`src/pkg/fecr_pkg.sv`:
```
/*
  Constants and types of the front-end control register block that
  holds the three upper control words (selects 1101, 1110, 1111).
  Assumes one core clock at 25 MHz and an active-low async reset that
  stands for the internal power-on reset.
*/
// Overview of operation
// [RQ1] select 1101 loads rf-only and C/D offsets
// [RQ2] select 1110 loads RF filter settings
// [RQ3] select 1111 loads phase-detect filter settings
// [RQ4] rf-only tri-states focus and radial servo outputs
// [RQ5] RF data path stays active in rf-only
// [RQ6] bits 7..4: C offset, 20/60 mV
// [RQ7] bits 3..0: D offset, same ranges
// [RQ8] bit 9 enables RF noise filter
// [RQ9] bit 8 enables RF equalizer
// [RQ10] bit 7 selects low/high boost
// [RQ11] bits 6..0 corner, 12 to 145 MHz
// [RQ12] bits 5..3 lead/lag start frequency table
// [RQ13] bits 2..0 low-pass corner table
// [RQ14] all settings serially programmable, pins may modify
// [RQ15] power-on reset clears power-on bit: standby
// [RQ16] standby switches off circuits and lasers
// [RQ17] cd laser on = enabled and powered
// [RQ18] dvd laser on = enabled and powered
// [RQ19] offset scale bit picks normal/triple range
// [RQ20] only selected word updates, unused bits ignored
// [RQ21] undocumented phase codes are reserved
package fecr_pkg;
  // serial control word
  localparam int unsigned WORD_W = 16;
  localparam int unsigned SEL_HI = 15;
  localparam int unsigned SEL_LO = 12;
  localparam int unsigned CNT_W = 5;
  localparam logic [CNT_W-1:0] BITS_PER_WORD = 5'h10;
  // register selects
  localparam logic [3:0] SEL_CD = 4'hD;
  localparam logic [3:0] SEL_RF = 4'hE;
  localparam logic [3:0] SEL_PD = 4'hF;
  // field positions, select 1101
  localparam int unsigned RF_ONLY_MODE_BIT = 11;
  localparam int unsigned OFFC_HI = 7;
  localparam int unsigned OFFC_LO = 4;
  localparam int unsigned OFFD_HI = 3;
  localparam int unsigned OFFD_LO = 0;
  // field positions, select 1110
  localparam int unsigned NF_BIT = 9;
  localparam int unsigned EQ_BIT = 8;
  localparam int unsigned BOOST_BIT = 7;
  localparam int unsigned CORNER_HI = 6;
  localparam int unsigned CORNER_LO = 0;
  // field positions, select 1111
  localparam int unsigned LL_HI = 5;
  localparam int unsigned LL_LO = 3;
  localparam int unsigned LP_HI = 2;
  localparam int unsigned LP_LO = 0;

  typedef struct packed {
    logic rf_only_mode;
    logic [3:0] central_offset_c_code;
    logic [3:0] central_offset_d_code;
  } fecr_cd_t;

  typedef struct packed {
    logic rf_noise_filter_en;
    logic rf_equalizer_en;
    logic rf_boost_sel;
    logic [6:0] rf_corner_code;
  } fecr_rf_t;

  typedef struct packed {
    logic [2:0] phase_leadlag_code;
    logic [2:0] phase_lowpass_code;
  } fecr_pd_t;

  // reset values: everything off, lowest codes
  localparam fecr_cd_t CD_RST = 9'h000;
  localparam fecr_rf_t RF_RST = 10'h000;
  localparam fecr_pd_t PD_RST = 6'h00;
  localparam logic PWR_RST = 1'b0;

  // corner frequency span in MHz
  localparam logic [15:0] CORNER_MIN_MHZ = 16'h000C;
  localparam logic [15:0] CORNER_MAX_MHZ = 16'h0091;
  localparam logic [15:0] CORNER_CODE_MAX = 16'h007F;
  // central offset full scale in mV
  localparam logic [9:0] OFFS_FS_NORM_MV = 10'h014;
  localparam logic [9:0] OFFS_FS_TRIPLE_MV = 10'h03C;
  localparam logic [9:0] OFFS_CODE_MAX = 10'h00F;
  // lead/lag start frequencies in MHz
  localparam logic [7:0] LL_F0_MHZ = 8'h01;
  localparam logic [7:0] LL_F1_MHZ = 8'h05;
  localparam logic [7:0] LL_F2_MHZ = 8'h0A;
  localparam logic [7:0] LL_F3_MHZ = 8'h12;
  localparam logic [7:0] LL_F4_MHZ = 8'h18;
  // low-pass corners in MHz
  localparam logic [7:0] LP_F0_MHZ = 8'h0A;
  localparam logic [7:0] LP_F1_MHZ = 8'h32;
  localparam logic [7:0] LP_F2_MHZ = 8'h64;
  localparam logic [7:0] LP_F3_MHZ = 8'hB4;
  localparam logic [7:0] LP_F7_MHZ = 8'hF0;
  // reserved codes read back as 0 MHz
  localparam logic [7:0] FREQ_RSVD = 8'h00;
endpackage

```
`src/fecr_serial_rx.sv`:
```
/*
  Serial word receiver: shifts data MSB first on rising serial clock
  while enable is high, hands the word over when enable falls.
  Assumes already synchronised inputs on core_clk_i.
*/
module fecr_serial_rx
  import fecr_pkg::*;
(
  input wire logic core_clk_i,
  input wire logic rst_n_i,
  input wire logic sclk_i,
  input wire logic sdata_i,
  input wire logic sen_i,
  output logic word_vld_o,
  output logic [WORD_W-1:0] word_o
);
  logic sclk_q; // previous clock level
  logic sclk_d;
  logic sen_q; // previous enable level
  logic sen_d;
  logic [WORD_W-1:0] shift_q;
  logic [WORD_W-1:0] shift_d;
  logic [CNT_W-1:0] cnt_q;
  logic [CNT_W-1:0] cnt_d;
  logic vld_d;
  logic [WORD_W-1:0] word_d;

  // shift and frame; wrong bit counts are dropped whole
  always_comb begin
    sclk_d = sclk_i;
    sen_d = sen_i;
    shift_d = shift_q;
    cnt_d = cnt_q;
    vld_d = 1'b0;
    word_d = word_o;
    if (sen_i && !sen_q) begin
      cnt_d = '0; // frame start
    end else if (sen_i && sclk_i && !sclk_q) begin
      shift_d = {shift_q[WORD_W-2:0], sdata_i};
      // saturate past a full word so overlong frames fail
      if (cnt_q <= BITS_PER_WORD) begin
        cnt_d = cnt_q + 5'h01;
      end
    end else if (!sen_i && sen_q) begin
      if (cnt_q == BITS_PER_WORD) begin
        vld_d = 1'b1;
        word_d = shift_q;
      end
    end
  end

  // state registers
  always_ff @(posedge core_clk_i or negedge rst_n_i) begin
    if (!rst_n_i) begin
      sclk_q <= 1'b0;
      sen_q <= 1'b0;
      shift_q <= '0;
      cnt_q <= '0;
      word_vld_o <= 1'b0;
      word_o <= '0;
    end else begin
      sclk_q <= sclk_d;
      sen_q <= sen_d;
      shift_q <= shift_d;
      cnt_q <= cnt_d;
      word_vld_o <= vld_d;
      word_o <= word_d;
    end
  end
endmodule

```
`src/fecr_sync3.sv`:
```
/*
  Three-flop pin synchroniser with agreement filter.
  Assumes the pin is asynchronous to core_clk_i.
*/
module fecr_sync3
  import fecr_pkg::*;
(
  input wire logic core_clk_i,
  input wire logic rst_n_i,
  input wire logic pin_i,
  output logic level_o
);
  logic s1_q; // metastable stage, read only by s2
  logic s2_q;
  logic s3_q;
  logic level_d;

  // accept a change only once stages 2 and 3 agree
  always_comb begin
    level_d = level_o;
    if (s2_q == s3_q) begin
      level_d = s3_q;
    end
  end

  // plain shift chain
  always_ff @(posedge core_clk_i or negedge rst_n_i) begin
    if (!rst_n_i) begin
      s1_q <= 1'b0;
      s2_q <= 1'b0;
      s3_q <= 1'b0;
      level_o <= 1'b0;
    end else begin
      s1_q <= pin_i;
      s2_q <= s1_q;
      s3_q <= s2_q;
      level_o <= level_d;
    end
  end
endmodule

```
`src/fecr_top.sv`:
```
/*
  Upper control words of the front end: rf-only and central C/D
  offsets, RF filter settings, phase-detect filter settings, plus
  standby and laser-on indications. Words arrive over the serial
  control pins. Assumes power and laser-enable bits of the lower
  words come in on core_clk_i from the neighbouring register logic.
*/
module fecr_top
  import fecr_pkg::*;
(
  input wire logic core_clk_i,
  input wire logic rst_n_i,
  input wire logic ser_clk_i,
  input wire logic ser_data_i,
  input wire logic ser_en_i,
  input wire logic rf_only_pin_i,
  input wire logic servo_offset_scale_i,
  input wire logic power_on_wr_i,
  input wire logic power_on_wdata_i,
  input wire logic cd_laser_en_i,
  input wire logic dvd_laser_en_i,
  output fecr_cd_t cd_cfg_o,
  output fecr_rf_t rf_cfg_o,
  output fecr_pd_t pd_cfg_o,
  output logic [3:0] focus_servo_out_oe_o,
  output logic [1:0] radial_servo_out_oe_o,
  output logic rf_path_en_o,
  output logic standby_o,
  output logic cd_laser_supply_en_o,
  output logic dvd_laser_supply_en_o,
  output logic cd_laser_on_o,
  output logic dvd_laser_on_o,
  output logic offset_triple_o,
  output logic [5:0] offset_c_mv_o,
  output logic [5:0] offset_d_mv_o,
  output logic [7:0] rf_corner_mhz_o,
  output logic [7:0] leadlag_mhz_o,
  output logic [7:0] lowpass_mhz_o,
  output logic phase_code_rsvd_o
);
  // synchronised pin levels
  logic [3:0] pin_raw;
  logic [3:0] pin_lvl;
  // received words
  logic word_vld;
  logic [WORD_W-1:0] word;
  // control word registers
  fecr_cd_t cd_q;
  fecr_cd_t cd_d;
  fecr_rf_t rf_q;
  fecr_rf_t rf_d;
  fecr_pd_t pd_q;
  fecr_pd_t pd_d;
  logic pwr_q; // power_on_ctrl
  logic pwr_d;
  // effective modes
  logic rf_only_eff;
  logic [9:0] offs_fs;
  // output group next values
  logic [3:0] f_oe_d;
  logic [1:0] r_oe_d;
  logic rf_en_d;
  logic stby_d;
  logic cd_sup_d;
  logic dvd_sup_d;
  logic cd_on_d;
  logic dvd_on_d;
  logic trip_d;
  logic [5:0] offc_d;
  logic [5:0] offd_d;
  logic [7:0] corner_d;
  logic [7:0] ll_d;
  logic [7:0] lp_d;
  logic rsvd_d;

  // select field match, shared by all three words
  function automatic logic sel_hit(input logic [WORD_W-1:0] w,
                                   input logic [3:0] sel);
    sel_hit = (w[SEL_HI:SEL_LO] == sel);
  endfunction

  // lead/lag code to MHz, reserved codes give zero
  function automatic logic [7:0] ll_mhz(input logic [2:0] c);
    case (c)
      3'h0: ll_mhz = LL_F0_MHZ;
      3'h1: ll_mhz = LL_F1_MHZ;
      3'h2: ll_mhz = LL_F2_MHZ;
      3'h3: ll_mhz = LL_F3_MHZ;
      3'h4: ll_mhz = LL_F4_MHZ;
      default: ll_mhz = FREQ_RSVD; // RQ21
    endcase
  endfunction

  // low-pass code to MHz, reserved codes give zero
  function automatic logic [7:0] lp_mhz(input logic [2:0] c);
    case (c)
      3'h0: lp_mhz = LP_F0_MHZ;
      3'h1: lp_mhz = LP_F1_MHZ;
      3'h2: lp_mhz = LP_F2_MHZ;
      3'h3: lp_mhz = LP_F3_MHZ;
      3'h7: lp_mhz = LP_F7_MHZ;
      default: lp_mhz = FREQ_RSVD; // RQ21
    endcase
  endfunction

  // offset code scaled to mV over the chosen full scale
  function automatic logic [5:0] offs_mv(input logic [3:0] c,
                                         input logic [9:0] fs);
    logic [9:0] p;
    p = ({6'h00, c} * fs) / OFFS_CODE_MAX;
    offs_mv = p[5:0];
  endfunction

  // corner code mapped linearly onto 12..145 MHz
  function automatic logic [7:0] corner_mhz(input logic [6:0] c);
    logic [15:0] p;
    p = CORNER_MIN_MHZ + ({9'h000, c} *
        (CORNER_MAX_MHZ - CORNER_MIN_MHZ)) / CORNER_CODE_MAX;
    corner_mhz = p[7:0];
  endfunction

  assign pin_raw = {rf_only_pin_i, ser_en_i, ser_data_i, ser_clk_i};

  // every pin gets its own three-flop synchroniser
  for (genvar i = 0; i < 4; i++) begin : g_sync
    fecr_sync3 u_sync (
      .core_clk_i(core_clk_i),
      .rst_n_i(rst_n_i),
      .pin_i(pin_raw[i]),
      .level_o(pin_lvl[i])
    );
  end

  // serial word capture
  fecr_serial_rx u_rx (
    .core_clk_i(core_clk_i),
    .rst_n_i(rst_n_i),
    .sclk_i(pin_lvl[0]),
    .sdata_i(pin_lvl[1]),
    .sen_i(pin_lvl[2]),
    .word_vld_o(word_vld),
    .word_o(word)
  );

  // word decode: only the addressed register moves
  always_comb begin
    cd_d = cd_q;
    rf_d = rf_q;
    pd_d = pd_q;
    pwr_d = pwr_q;
    if (word_vld) begin
      if (sel_hit(word, SEL_CD)) begin // RQ1 RQ20
        cd_d.rf_only_mode = word[RF_ONLY_MODE_BIT]; // RQ4
        cd_d.central_offset_c_code = word[OFFC_HI:OFFC_LO]; // RQ6
        cd_d.central_offset_d_code = word[OFFD_HI:OFFD_LO]; // RQ7
      end else if (sel_hit(word, SEL_RF)) begin // RQ2 RQ20
        rf_d.rf_noise_filter_en = word[NF_BIT]; // RQ8
        rf_d.rf_equalizer_en = word[EQ_BIT]; // RQ9
        rf_d.rf_boost_sel = word[BOOST_BIT]; // RQ10
        rf_d.rf_corner_code = word[CORNER_HI:CORNER_LO]; // RQ11
      end else if (sel_hit(word, SEL_PD)) begin // RQ3 RQ20
        pd_d.phase_leadlag_code = word[LL_HI:LL_LO]; // RQ12
        pd_d.phase_lowpass_code = word[LP_HI:LP_LO]; // RQ13
      end
    end
    // power bit comes from a lower word over the same serial bus
    if (power_on_wr_i) begin
      pwr_d = power_on_wdata_i; // RQ14
    end
  end

  // register state; reset stands for the power-on reset
  always_ff @(posedge core_clk_i or negedge rst_n_i) begin
    if (!rst_n_i) begin
      cd_q <= CD_RST;
      rf_q <= RF_RST;
      pd_q <= PD_RST;
      pwr_q <= PWR_RST; // RQ15
    end else begin
      cd_q <= cd_d;
      rf_q <= rf_d;
      pd_q <= pd_d;
      pwr_q <= pwr_d;
    end
  end

  // an external pin can force rf-only on top of the bit
  assign rf_only_eff = cd_q.rf_only_mode | pin_lvl[3]; // RQ14

  // scale bit of another word picks the offset range
  assign offs_fs = servo_offset_scale_i ? OFFS_FS_TRIPLE_MV
                                        : OFFS_FS_NORM_MV; // RQ19

  // derived outputs; servo drivers also stay off in standby
  always_comb begin
    f_oe_d = {4{pwr_q & ~rf_only_eff}}; // RQ4 RQ16
    r_oe_d = {2{pwr_q & ~rf_only_eff}}; // RQ4 RQ16
    rf_en_d = pwr_q; // RQ5
    stby_d = ~pwr_q; // RQ16
    cd_sup_d = pwr_q & cd_laser_en_i; // RQ16
    dvd_sup_d = pwr_q & dvd_laser_en_i; // RQ16
    cd_on_d = cd_laser_en_i & pwr_q; // RQ17
    dvd_on_d = dvd_laser_en_i & pwr_q; // RQ18
    trip_d = servo_offset_scale_i; // RQ19
    offc_d = offs_mv(cd_q.central_offset_c_code, offs_fs); // RQ6
    offd_d = offs_mv(cd_q.central_offset_d_code, offs_fs); // RQ7
    corner_d = corner_mhz(rf_q.rf_corner_code); // RQ11
    ll_d = ll_mhz(pd_q.phase_leadlag_code); // RQ12
    lp_d = lp_mhz(pd_q.phase_lowpass_code); // RQ13
    rsvd_d = (ll_d == FREQ_RSVD) | (lp_d == FREQ_RSVD); // RQ21
  end

  // all outputs leave from flops, one cycle after their cause
  always_ff @(posedge core_clk_i or negedge rst_n_i) begin
    if (!rst_n_i) begin
      cd_cfg_o <= CD_RST;
      rf_cfg_o <= RF_RST;
      pd_cfg_o <= PD_RST;
      focus_servo_out_oe_o <= 4'h0;
      radial_servo_out_oe_o <= 2'h0;
      rf_path_en_o <= 1'b0;
      standby_o <= 1'b1;
      cd_laser_supply_en_o <= 1'b0;
      dvd_laser_supply_en_o <= 1'b0;
      cd_laser_on_o <= 1'b0;
      dvd_laser_on_o <= 1'b0;
      offset_triple_o <= 1'b0;
      offset_c_mv_o <= 6'h00;
      offset_d_mv_o <= 6'h00;
      rf_corner_mhz_o <= 8'h00;
      leadlag_mhz_o <= 8'h00;
      lowpass_mhz_o <= 8'h00;
      phase_code_rsvd_o <= 1'b0;
    end else begin
      cd_cfg_o <= cd_q;
      rf_cfg_o <= rf_q;
      pd_cfg_o <= pd_q;
      focus_servo_out_oe_o <= f_oe_d;
      radial_servo_out_oe_o <= r_oe_d;
      rf_path_en_o <= rf_en_d;
      standby_o <= stby_d;
      cd_laser_supply_en_o <= cd_sup_d;
      dvd_laser_supply_en_o <= dvd_sup_d;
      cd_laser_on_o <= cd_on_d;
      dvd_laser_on_o <= dvd_on_d;
      offset_triple_o <= trip_d;
      offset_c_mv_o <= offc_d;
      offset_d_mv_o <= offd_d;
      rf_corner_mhz_o <= corner_d;
      leadlag_mhz_o <= ll_d;
      lowpass_mhz_o <= lp_d;
      phase_code_rsvd_o <= rsvd_d;
    end
  end
endmodule

```
`config.mk`:
```
export PLATFORM = sky130hd
export DESIGN_NAME = fecr_top
export DESIGN_NICKNAME = d
export VERILOG_FILES = /design/src/pkg/fecr_pkg.sv /design/src/fecr_serial_rx.sv /design/src/fecr_sync3.sv /design/src/fecr_top.sv
export SDC_FILE = /design/constraint.sdc
export NUM_CORES = 1
export LEC_CHECK = 0
export ABC_AREA = 1
export BUFFER_PORTS_ARGS = -buffer_cell sky130_fd_sc_hd__buf_2
export CORE_MARGIN = 8
export CORE_UTILIZATION = 35
export CTS_CLUSTER_SIZE = 12
export DETAILED_ROUTE_END_ITERATION = 8
export PLACE_DENSITY = 0.62
export SLEW_MARGIN = 20
export SYNTH_ARGS = -nofsm -noshare
export SYNTH_HDL_FRONTEND = slang
export SYNTH_SLANG_ARGS = --single-unit
export TNS_END_PERCENT = 10
```
`constraint.sdc`:
```
create_clock -name core_clk_i -period 7.04 [get_ports core_clk_i]
set_input_delay 1.056 -clock core_clk_i [delete_from_list [all_inputs] [get_ports core_clk_i]]
set_output_delay 1.056 -clock core_clk_i [all_outputs]
set_load 0.01 [all_outputs]
```
== After elaboration in Yosys (flattened, before gate mapping) ==
Index checks and enable logic that the tools add are counted.

* Word-level logic and storage cells: 119
* Bits in read-only memories: 0
* Bits in latches: 0
* Bits in registers: 151
* Memory bits (writable): 0
* Memories kept: 0

* Reductions and logical operators: 19
* Equality and inequality tests: 16
* Add/sub/neg operators: 2
* $mul: 3
* Mux-type cells: 10
* Bitwise operators: 11
* Shift operators: 0
* Order comparisons: 1
* Divide/modulo/power cells: 3

{| class="wikitable"
|+ Operator list
! kind !! count
|-
| 8-bit case mux with 5 select lines || 1
|-
| 5-bit case mux with 5 select lines || 1
|-
| 10-bit by 4-bit divider with 10-bit output, second input constant || 2
|-
| 4-bit by 6-bit multiplier with 10-bit output || 2
|-
| 15-bit by 7-bit divider with 16-bit output, second input constant || 1
|-
| 8-bit logical NOT || 2
|-
| 7-bit by 8-bit multiplier with 15-bit output, second input constant || 1
|-
| 5-bit 2-to-1 mux || 3
|-
| 3-bit by 2-bit == test with 1-bit output, second input constant || 4
|-
| 4-bit == test, second input constant || 3
|-
| 4-bit by 8-bit adder with 8-bit output, first input constant || 1
|-
| 4-bit AND reduction || 2
|-
| 3-bit by 1-bit == test with 1-bit output, second input constant || 2
|-
| 3-bit == test, second input constant || 2
|-
| 3-bit logical NOT || 2
|-
| 6-bit 2-to-1 mux || 1
|-
| 1-bit NOT || 6
|-
| 2-bit AND reduction || 3
|-
| 5-bit by 1-bit adder with 5-bit output, second input constant || 1
|-
| 5-bit == test, second input constant || 1
|-
| 5-bit less-or-equal comparator, second input constant || 1
|-
| 1-bit == test || 4
|-
| 1-bit logical AND || 4
|-
| 1-bit 2-to-1 mux || 4
|-
| 5 further kinds || 11
|}

== Depth between registers and ports, before layout ==
Gate-level depths: netlist (run 1).

* Depth after elaboration: 5
* Depth in mapped cells: 53

== Modules after synthesis ==
Synthesis (run 1) repeated with hierarchy kept, for this count alone.

* Cells, all modules: 1088
* Area total of the unflattened synthesis: 8823.5 um^2

{| class="wikitable"
|+ Modules (own cells, without submodules)
! module !! seq. area each (um^2) !! instances !! area each (um^2) !! cells each
|-
| fecr_top || 2253.4 || 1 || 6627.6 || 874
|-
| fecr_serial_rx || 1001.0 || 1 || 1730.4 || 182
|-
| fecr_sync3 || 100.1 || 4 || 116.4 || 8
|}

== Worst setup path before layout (run 1) ==
No wires, ideal clock.

* Kind: input -> register
* Start: in servo_offset_scale_i
* End: reg offset_c_mv_o[0]
* Data required time: 6.917 ns
* Data arrival time: 6.644 ns
* Path slack: 0.273 ns
* Buffers on the path: 1
* Stages on the path: 46
* Cell sequence: clkbuf_1 -> nand2_1 -> inv_1 -> fa_1 -> inv_1 -> fa_1 -> inv_1 -> ha_1 -> nand2_1 -> nor2_1 -> a211oi_1 -> xor2_1 -> inv_1 -> ha_1 -> nand3_1 -> nor2_1 -> inv_1 -> nand2_1 -> [10 not listed] -> nand2_1 -> nand2_1 -> nor2_1 -> nand3_1 -> nand2_1 -> nor2_2 -> nand2_2 -> nand2_1 -> nand2_1 -> nor2_1 -> nand2_1 -> nand2_1 -> nand3_1 -> ha_1 -> nand2_1 -> nand3_1 -> o21ai_0 -> nand2_1

* Longest elaborated chain between the ends: 3

{| class="wikitable"
|+ RTL lines
! what !! line !! text
|-
| start: declaration || fecr_top.sv:17 || <nowiki>input wire logic servo_offset_scale_i,</nowiki>
|-
| 6-bit 2-to-1 mux || fecr_top.sv:191 || <nowiki>assign offs_fs = servo_offset_scale_i ? OFFS_FS_TRIPLE_MV</nowiki>
|-
| 4-bit by 6-bit multiplier with 10-bit output || fecr_top.sv:110 || <nowiki>p = ({6'h00, c} * fs) / OFFS_CODE_MAX;</nowiki>
|-
| 10-bit by 4-bit divider with 10-bit output || fecr_top.sv:110 ||
|-
| named net offc_d[0] || fecr_top.sv:69 || <nowiki>logic [5:0] offc_d;</nowiki>
|-
| end signal: assignment || fecr_top.sv:228 || <nowiki>offset_c_mv_o <= 6'h00;</nowiki>
|-
| end signal: assignment || fecr_top.sv:247 || <nowiki>offset_c_mv_o <= offc_d;</nowiki>
|-
| end: declaration || fecr_top.sv:34 || <nowiki>output logic [5:0] offset_c_mv_o,</nowiki>
|}

The timed path passes the listed nets, and every way through them passes these cells.
A chain may end at the register's enable or synchronous reset.

== Worst setup path after layout (run 1) ==
* Start: in servo_offset_scale_i
* End: reg offset_d_mv_o[0]

* Longest elaborated chain between the ends: 3

{| class="wikitable"
|+ RTL lines
! what !! line !! text
|-
| 6-bit 2-to-1 mux || fecr_top.sv:191 ||
|-
| 4-bit by 6-bit multiplier with 10-bit output || fecr_top.sv:110 ||
|-
| 10-bit by 4-bit divider with 10-bit output || fecr_top.sv:110 ||
|-
| named net offd_d[0] || fecr_top.sv:70 || <nowiki>logic [5:0] offd_d;</nowiki>
|-
| end signal: assignment || fecr_top.sv:229 || <nowiki>offset_d_mv_o <= 6'h00;</nowiki>
|-
| end signal: assignment || fecr_top.sv:248 || <nowiki>offset_d_mv_o <= offd_d;</nowiki>
|-
| end: declaration || fecr_top.sv:35 || <nowiki>output logic [5:0] offset_d_mv_o,</nowiki>
|}

The timed path passes the listed nets, and every way through them passes these cells.

==> flow_metrics.env, run 1 <==
export IMPL_status="complete, no violations"
export IMPL_p_total_uw=1840
export IMPL_grt_pass1_wl_mm=31.0
export IMPL_async_reset_ff_share_pct=100
export IMPL_synth_edf_count=0
export IMPL_area_delta_synth_final_pct=18.9
export IMPL_crit_family="simple AND/OR/NAND/NOR gates"
export IMPL_core_area_um2=24200
export IMPL_worstReg2RegStart="rf_q[6]"
export IMPL_worst_slew_pin_slew_ns=0.826
export IMPL_vias=6828
export IMPL_cpMostUsedCell="nand2_1"
export IMPL_drc_errors=0
export IMPL_crit_cells=45
export IMPL_cts_tree="done"
export IMPL_yosys_cell_types_count=46
export IMPL_finalWirelength_mm=17.9
export IMPL_worstPathMaxFanout=7
export IMPL_setup_worst_path_end_class="register"
export IMPL_drive_gt1_share_pct=21.4
export IMPL_crit_path_top_delay_cell="fa_1"
export IMPL_pin_count=86
export IMPL_netlist_instances=1062
export IMPL_crit_required_ns=7.32
export IMPL_fin_crit_sh_pct=93.7
export IMPL_root_buffer="clkbuf_16"
export IMPL_grt_use_total_pct=12.2
export IMPL_hold_path_class="reg -> reg"
export IMPL_rows=57
export IMPL_setup_ws_ns=0.440
export IMPL_ys_top_cells_by_area="dfrtp_1 (42%), nand2_1 (12%), ha_1 (7.8%)"
export IMPL_grt_overflow_total=0
export IMPL_n_antenna_cell=0
export IMPL_dp_slack_ns=-0.269
export IMPL_slew_limit_headroom_pct=44.8
export IMPL_drtIter0Drc=332
export IMPL_synth_flop_cell="dfrtp_1"
export IMPL_internal_power_uw=1410
export IMPL_hold_viol=0
export IMPL_dr_pass1_iters=4
export IMPL_power_density_nw_per_um2=180
export IMPL_avgRoutedWirePerCell_um=11.9
export IMPL_synth_area_per_cell_um2=8.13
export IMPL_critical_path_class="in -> reg"
export IMPL_die_area_um2=29900
export IMPL_path_buf_inv=9
export IMPL_pwr_share_seq_pct=48.1
export IMPL_maxCapViolations=0
export IMPL_cts_inserted_buffers=17
export IMPL_die_h_um=173
export IMPL_final_max_slew_viol_count=0
export IMPL_rr_worst_depth=47
export IMPL_hpwl_mm=13.2
export IMPL_synth_common_cells="nand2_1 (279), inv_1 (160), dfrtp_1 (144)"
export IMPL_place_area_um2=9460
export IMPL_p_sw_share_pct=23.5
export IMPL_ys_warn_count=0
export IMPL_htree_levels=4
export IMPL_p_clk_share_pct=48.2
export IMPL_io_buffers=81
export IMPL_fin_worst_skew_ns=0.0161
export IMPL_clk_pin_slew_ns=0.06
export IMPL_yosysTopAreaCell="dfrtp_1"
export IMPL_yosysSeqAreaShare_pct=42.0
export IMPL_antenna_found_initial=0
export IMPL_ys_seq_elements=145
export IMPL_timing_hold_ws_ns=0.351
export IMPL_grt_max_degree=84
export IMPL_fp_dieW_um=173
export IMPL_layout_nets=1244
export IMPL_setup_viol=0
export IMPL_start_util_pct=35.6
export IMPL_comb_power_share_pct=3.7
export IMPL_start_kind="primary input"
export IMPL_cellLeakagePower_uw=0.00555
export IMPL_stdcell_area_um2=10300
export IMPL_yosysMostFrequentCell="nand2_1"
export IMPL_critical_path_arrival_ns=6.88
export IMPL_max_stage_delay_ns=0.59
export IMPL_postCtsHoldBufs=0
export IMPL_grt_pass1_vias=6670
export IMPL_startpoint="servo_offset_scale_i"
export IMPL_clock_sinks=145
export IMPL_ir_worst_vdd_mv=0.112
export IMPL_fin_crit_ns=6.60
export IMPL_ant_nets=0
export IMPL_holdPathStages=0
export IMPL_vias_per_cell=4.53
export IMPL_insertion_delay_ns=0.42
export IMPL_synth_top_area_share_pct=41.7
export IMPL_syn_area_um2=8630
export IMPL_holdCritStartpoint="g_sync[3].u_sync.s1_q"
export IMPL_place_congestion=0.837
export IMPL_p_switching_uw=433
export IMPL_cts_max_path_buffers=2
export IMPL_max_freq_mhz=152
through the flow:
step / util (%) / cells / TNS, ns
final: 42.3 / 1507 / 0
after floorplan: - / 1065 / 0
after CTS: 41.4 / 1497 / 0
after global placement: 39.0 / 1465 / -0.145
after global routing: 42.3 / 1507 / -0.219
after detailed placement: 39.0 / 1465 / -0.526
flip-flops by register name (all words and copies together), names as in the netlist, 4 cells and up:
register	cells
rf_corner_mhz_o	8
g_sync.u_sync.s1_q	4
cd_q	9
rf_q	10
u_rx.word_o	15
offset_c_mv_o	6
u_rx.cnt_q	5
pd_q	6
g_sync.u_sync.s2_q	4
rf_cfg_o	10
pd_cfg_o	6
g_sync.u_sync.s3_q	4
g_sync.u_sync.level_o	4
cd_cfg_o	9
leadlag_mhz_o	5
u_rx.shift_q	16
lowpass_mhz_o	7
offset_d_mv_o	6
worst paths after layout:
check                                         to  slack, ns
hold reg to reg            g_sync[3].u_sync.s2_q       0.35
max in group asynchronous                rf_q[4]       5.00
min in group asynchronous       lowpass_mhz_o[6]       0.68
hold / removal             g_sync[3].u_sync.s2_q       0.35
setup reg to reg              rf_corner_mhz_o[0]       0.72
setup / recovery                offset_d_mv_o[0]       0.44
power groups by stage:
stage	clock, uW	combinational, uW	sequential [uW]
floorplan	0	43.3	899
global placement	0	69.4	902
detailed placement	0	70.8	903
CTS	917	71.3	888
global route	959	79.3	892
finish	888	68.3	888
cell families after synthesis:
logic type | synth area share [%]
AOI/OAI and AO/OA | 7.83
xor gates and xnor gates | 2.64
adders and majority gates | 10.4
buffers and inverters | 8.74
DFF | 42.0
muxes | 1.83
other | 0.0434
and+or+nand+nor | 26.5
worst reg2reg max path: cells and delay by family (launching register included):
kind | cells | cell delay, ns
DFF | 1 | 0.47
buffers and inverters | 4 | 0.22
AOI/OAI and AO/OA | 2 | 0.40
and+or+nand+nor | 36 | 3.60
adders and majority gates | 5 | 1.50
final cells by class:
type / instances / area [um^2]
fillers: 2440 / 14000
multi-input cells: 730 / 4410
flip-flops and latches: 145 / 3630
inverters: 170 / 638
repair buffers: 106 / 599
clock buffers: 21 / 460
well taps: 324 / 405
clock inverters: 11 / 119
repair_timing:
| action | CTS | global route |
|---|---|---|
| setup endpoints to repair | 0 | 6 |
| hold endpoints to repair | 0 | 0 |
| gates resized for setup | 0 | 43 |
| setup buffers | 0 | 10 |
metal layers:
metal	vias to the layer above	track usage [%]	share of wire [%]
met5	-	0	0
met4	0	3.81	1.4
met3	17	2.79	3.0
met2	83	20.5	48
met1	3159	15.5	48
li1	3569	-	-
cells in the final DEF, fill, tap and decap left out, drive strengths merged, types with 5 or more instances in the layout:
cell type,count
a21oi,23
buf,106
clkbuf,21
dfrtp,144
fa,9
ha,54
inv,177
mux2,14
nand2,304
nand3,73
nand3b,8
nand4,12
nor2,88
nor3,10
o21ai,83
o21bai,5
xnor2,9
xor2,17
Power figures use the tool's default switching activity.
==> run 2, diff against run 1 <==
Settings changed: CELL_PAD_IN_SITES_DETAIL_PLACEMENT set to 1, CELL_PAD_IN_SITES_GLOBAL_PLACEMENT set to 2, PLACE_DENSITY 0.62 to 0.89.
==> run 2 against run 1 <==
  * Sequential power about the same
  * Sequential share of layout area down 1.6 points
  * Combinational power up 4.0%
  * Routed wire length rose by 30%
  * Clock power is 2.7% higher
  * Largest cell class unchanged
  * Setup slack got worse by 0.23 ns
==> flow_metrics.env, run 2 (synthesized netlist as in run 1, its figures left out) <==
export IMPL_place_congestion=0.798
export IMPL_drtIter0Drc=348
export IMPL_grt_max_degree=87
export IMPL_hold_viol=0
export IMPL_postCtsHoldBufs=0
export IMPL_die_h_um=173
export IMPL_dp_cells=1497
export IMPL_grt_pass1_wl_mm=38.5
export IMPL_setup_worst_path_end_class="register"
export IMPL_die_area_um2=29900
export IMPL_avgRoutedWirePerCell_um=15.1
export IMPL_ant_nets=0
export IMPL_p_sw_share_pct=24.9
export IMPL_slew_limit_headroom_pct=45.5
export IMPL_crit_family="simple AND/OR/NAND/NOR gates"
export IMPL_hold_path_class="reg -> reg"
export IMPL_root_buffer="clkbuf_16"
export IMPL_startpoint="servo_offset_scale_i"
export IMPL_power_density_nw_per_um2=174
export IMPL_p_clk_share_pct=48.8
export IMPL_top_regs="u_rx.shift_q x16, u_rx.word_o x15"
export IMPL_rows=57
export IMPL_clock_sinks=145
export IMPL_vias_per_cell=4.75
export IMPL_critical_path_class="in -> reg"
export IMPL_fin_cells=1547
export IMPL_ir_worst_vdd_mv=0.143
export IMPL_n_antenna_cell=0
export IMPL_final_common_cell="nand2_1"
export IMPL_crit_path_top_delay_cell="fa_1"
export IMPL_critical_path_arrival_ns=7.14
export IMPL_worst_slew_pin_slew_ns=0.817
export IMPL_drive_gt1_share_pct=26.4
export IMPL_vias=7354
export IMPL_io_buffers=81
export IMPL_holdCritStartpoint="g_sync[3].u_sync.s1_q"
export IMPL_comb_power_share_pct=3.8
export IMPL_max_freq_mhz=146
export IMPL_worstPathMaxFanout=5
export IMPL_start_util_pct=35.6
export IMPL_cpMostUsedCell="nand2_1"
export IMPL_layout_nets=1284
export IMPL_cts_inserted_buffers=17
export IMPL_core_area_um2=24200
export IMPL_antenna_found_initial=0
export IMPL_grt_setup_unrepaired="yes"
export IMPL_place_area_um2=9700
export IMPL_worstReg2RegStart="cd_q[6]"
export IMPL_finalWirelength_mm=23.4
export IMPL_grt_pass1_vias=7915
export IMPL_top_register="u_rx.shift_q"
export IMPL_pin_count=86
export IMPL_status="complete, no violations"
export IMPL_hpwl_mm=16.3
export IMPL_dp_slack_ns=-0.386
export IMPL_start_kind="primary input"
export IMPL_htree_levels=4
export IMPL_setup_ws_ns=0.213
export IMPL_final_max_slew_viol_count=0
export IMPL_cts_tree="done"
export IMPL_crit_required_ns=7.35
export IMPL_fin_crit_sh_pct=97.0
export IMPL_maxCapViolations=0
export IMPL_grt_use_total_pct=15.3
export IMPL_dr_pass1_iters=4
export IMPL_area_delta_synth_final_pct=24.5
export IMPL_internal_power_uw=1410
export IMPL_fin_crit_ns=6.83
export IMPL_fin_worst_skew_ns=0.00874
export IMPL_setup_viol=0
export IMPL_drc_errors=0
export IMPL_cts_max_path_buffers=2
export IMPL_grt_overflow_total=0
export IMPL_max_stage_delay_ns=0.52
export IMPL_largest_reg_flops=16
export IMPL_p_switching_uw=465
export IMPL_cellLeakagePower_uw=0.00579
export IMPL_pwr_share_seq_pct=47.4
export IMPL_path_buf_inv=8
export IMPL_mostFrequentLayoutCells="nand2_1 (262), inv_1 (156), dfrtp_1 (142)"
export IMPL_stdcell_area_um2=10800
export IMPL_clk_pin_slew_ns=0.07
export IMPL_insertion_delay_ns=0.43
export IMPL_fp_dieW_um=173
run 2: cell types whose count changed in the layout (fill, tap and decap cells not counted), sizes merged:
| cell | change |
|---|---|
| buf | +40 |
| clkbuf | -2 |
| clkinv | +1 |
| inv | +1 |
run 2: what timing repair did:
action                                  4_1_cts  5_1_grt
pin swaps                                     0       30
endpoints found under the setup margin        1        7
gates resized for setup                       2       85
setup buffers                                 0       18
run 2: power by group through the flow:
stage	registers, uW	logic [uW]	clock network (uW)
final	887	71.0	912
after global routing	893	82.5	960
after CTS	888	73.8	933
after detailed placement	903	72.9	0
after global placement	902	70.2	0
after floorplan	899	43.3	0
run 2: final timing paths:
kind	to	slack, ns	depth (start not counted)
min in group asynchronous	u_rx.cnt_q[0]	0.63	1
hold / removal	g_sync[3].u_sync.s2_q	0.35	0
setup / recovery	offset_c_mv_o[0]	0.21	45
setup reg to reg	offset_c_mv_o[0]	0.43	44
max in group asynchronous	offset_c_mv_o[5]	5.07	2
hold reg to reg	g_sync[3].u_sync.s2_q	0.35	0
run 2: final cells by class:
type | count | area [um^2]
fillers | 2941 | 13500
multi-input cells | 730 | 4590
flip-flops and latches | 145 | 3630
repair buffers | 146 | 900
inverters | 170 | 638
clock buffers | 19 | 443
well taps | 324 | 405
clock inverters | 13 | 140
run 2: worst register-to-register path, delay by kind of cell (launching register included):
family | cells | cell delay (ns)
AO/OA/AOI/OAI | 1 | 0.30
AND/OR/NAND/NOR | 29 | 3.01
adder cells (fa/ha/maj) | 5 | 1.67
flip-flops | 1 | 0.49
XOR/XNOR | 2 | 0.53
buffers and inverters | 7 | 0.49
run 2: metrics by stage:
step	power, uW	utilization (%)	TNS, ns	hold WS [ns]
CTS	1890	42.4	0	0.352
global route	1940	44.3	-0.566	0.366
finish	1870	44.3	0	0.349
floorplan	943	-	0	0.331
global placement	972	40.0	0	0.333
detailed placement	976	40.0	-0.886	0.336
run 2: layer usage:
layer | track usage (%) | share of wire, % | up-vias | wire (um)
met3 | 2.96 | 2.7 | 41 | 627
met1 | 18.0 | 43 | 3580 | 9990
met5 | 0 | 0 | - | 0
li1 | - | - | 3643 | -
met4 | 5.07 | 2.1 | 0 | 495
met2 | 27.5 | 52 | 90 | 12200
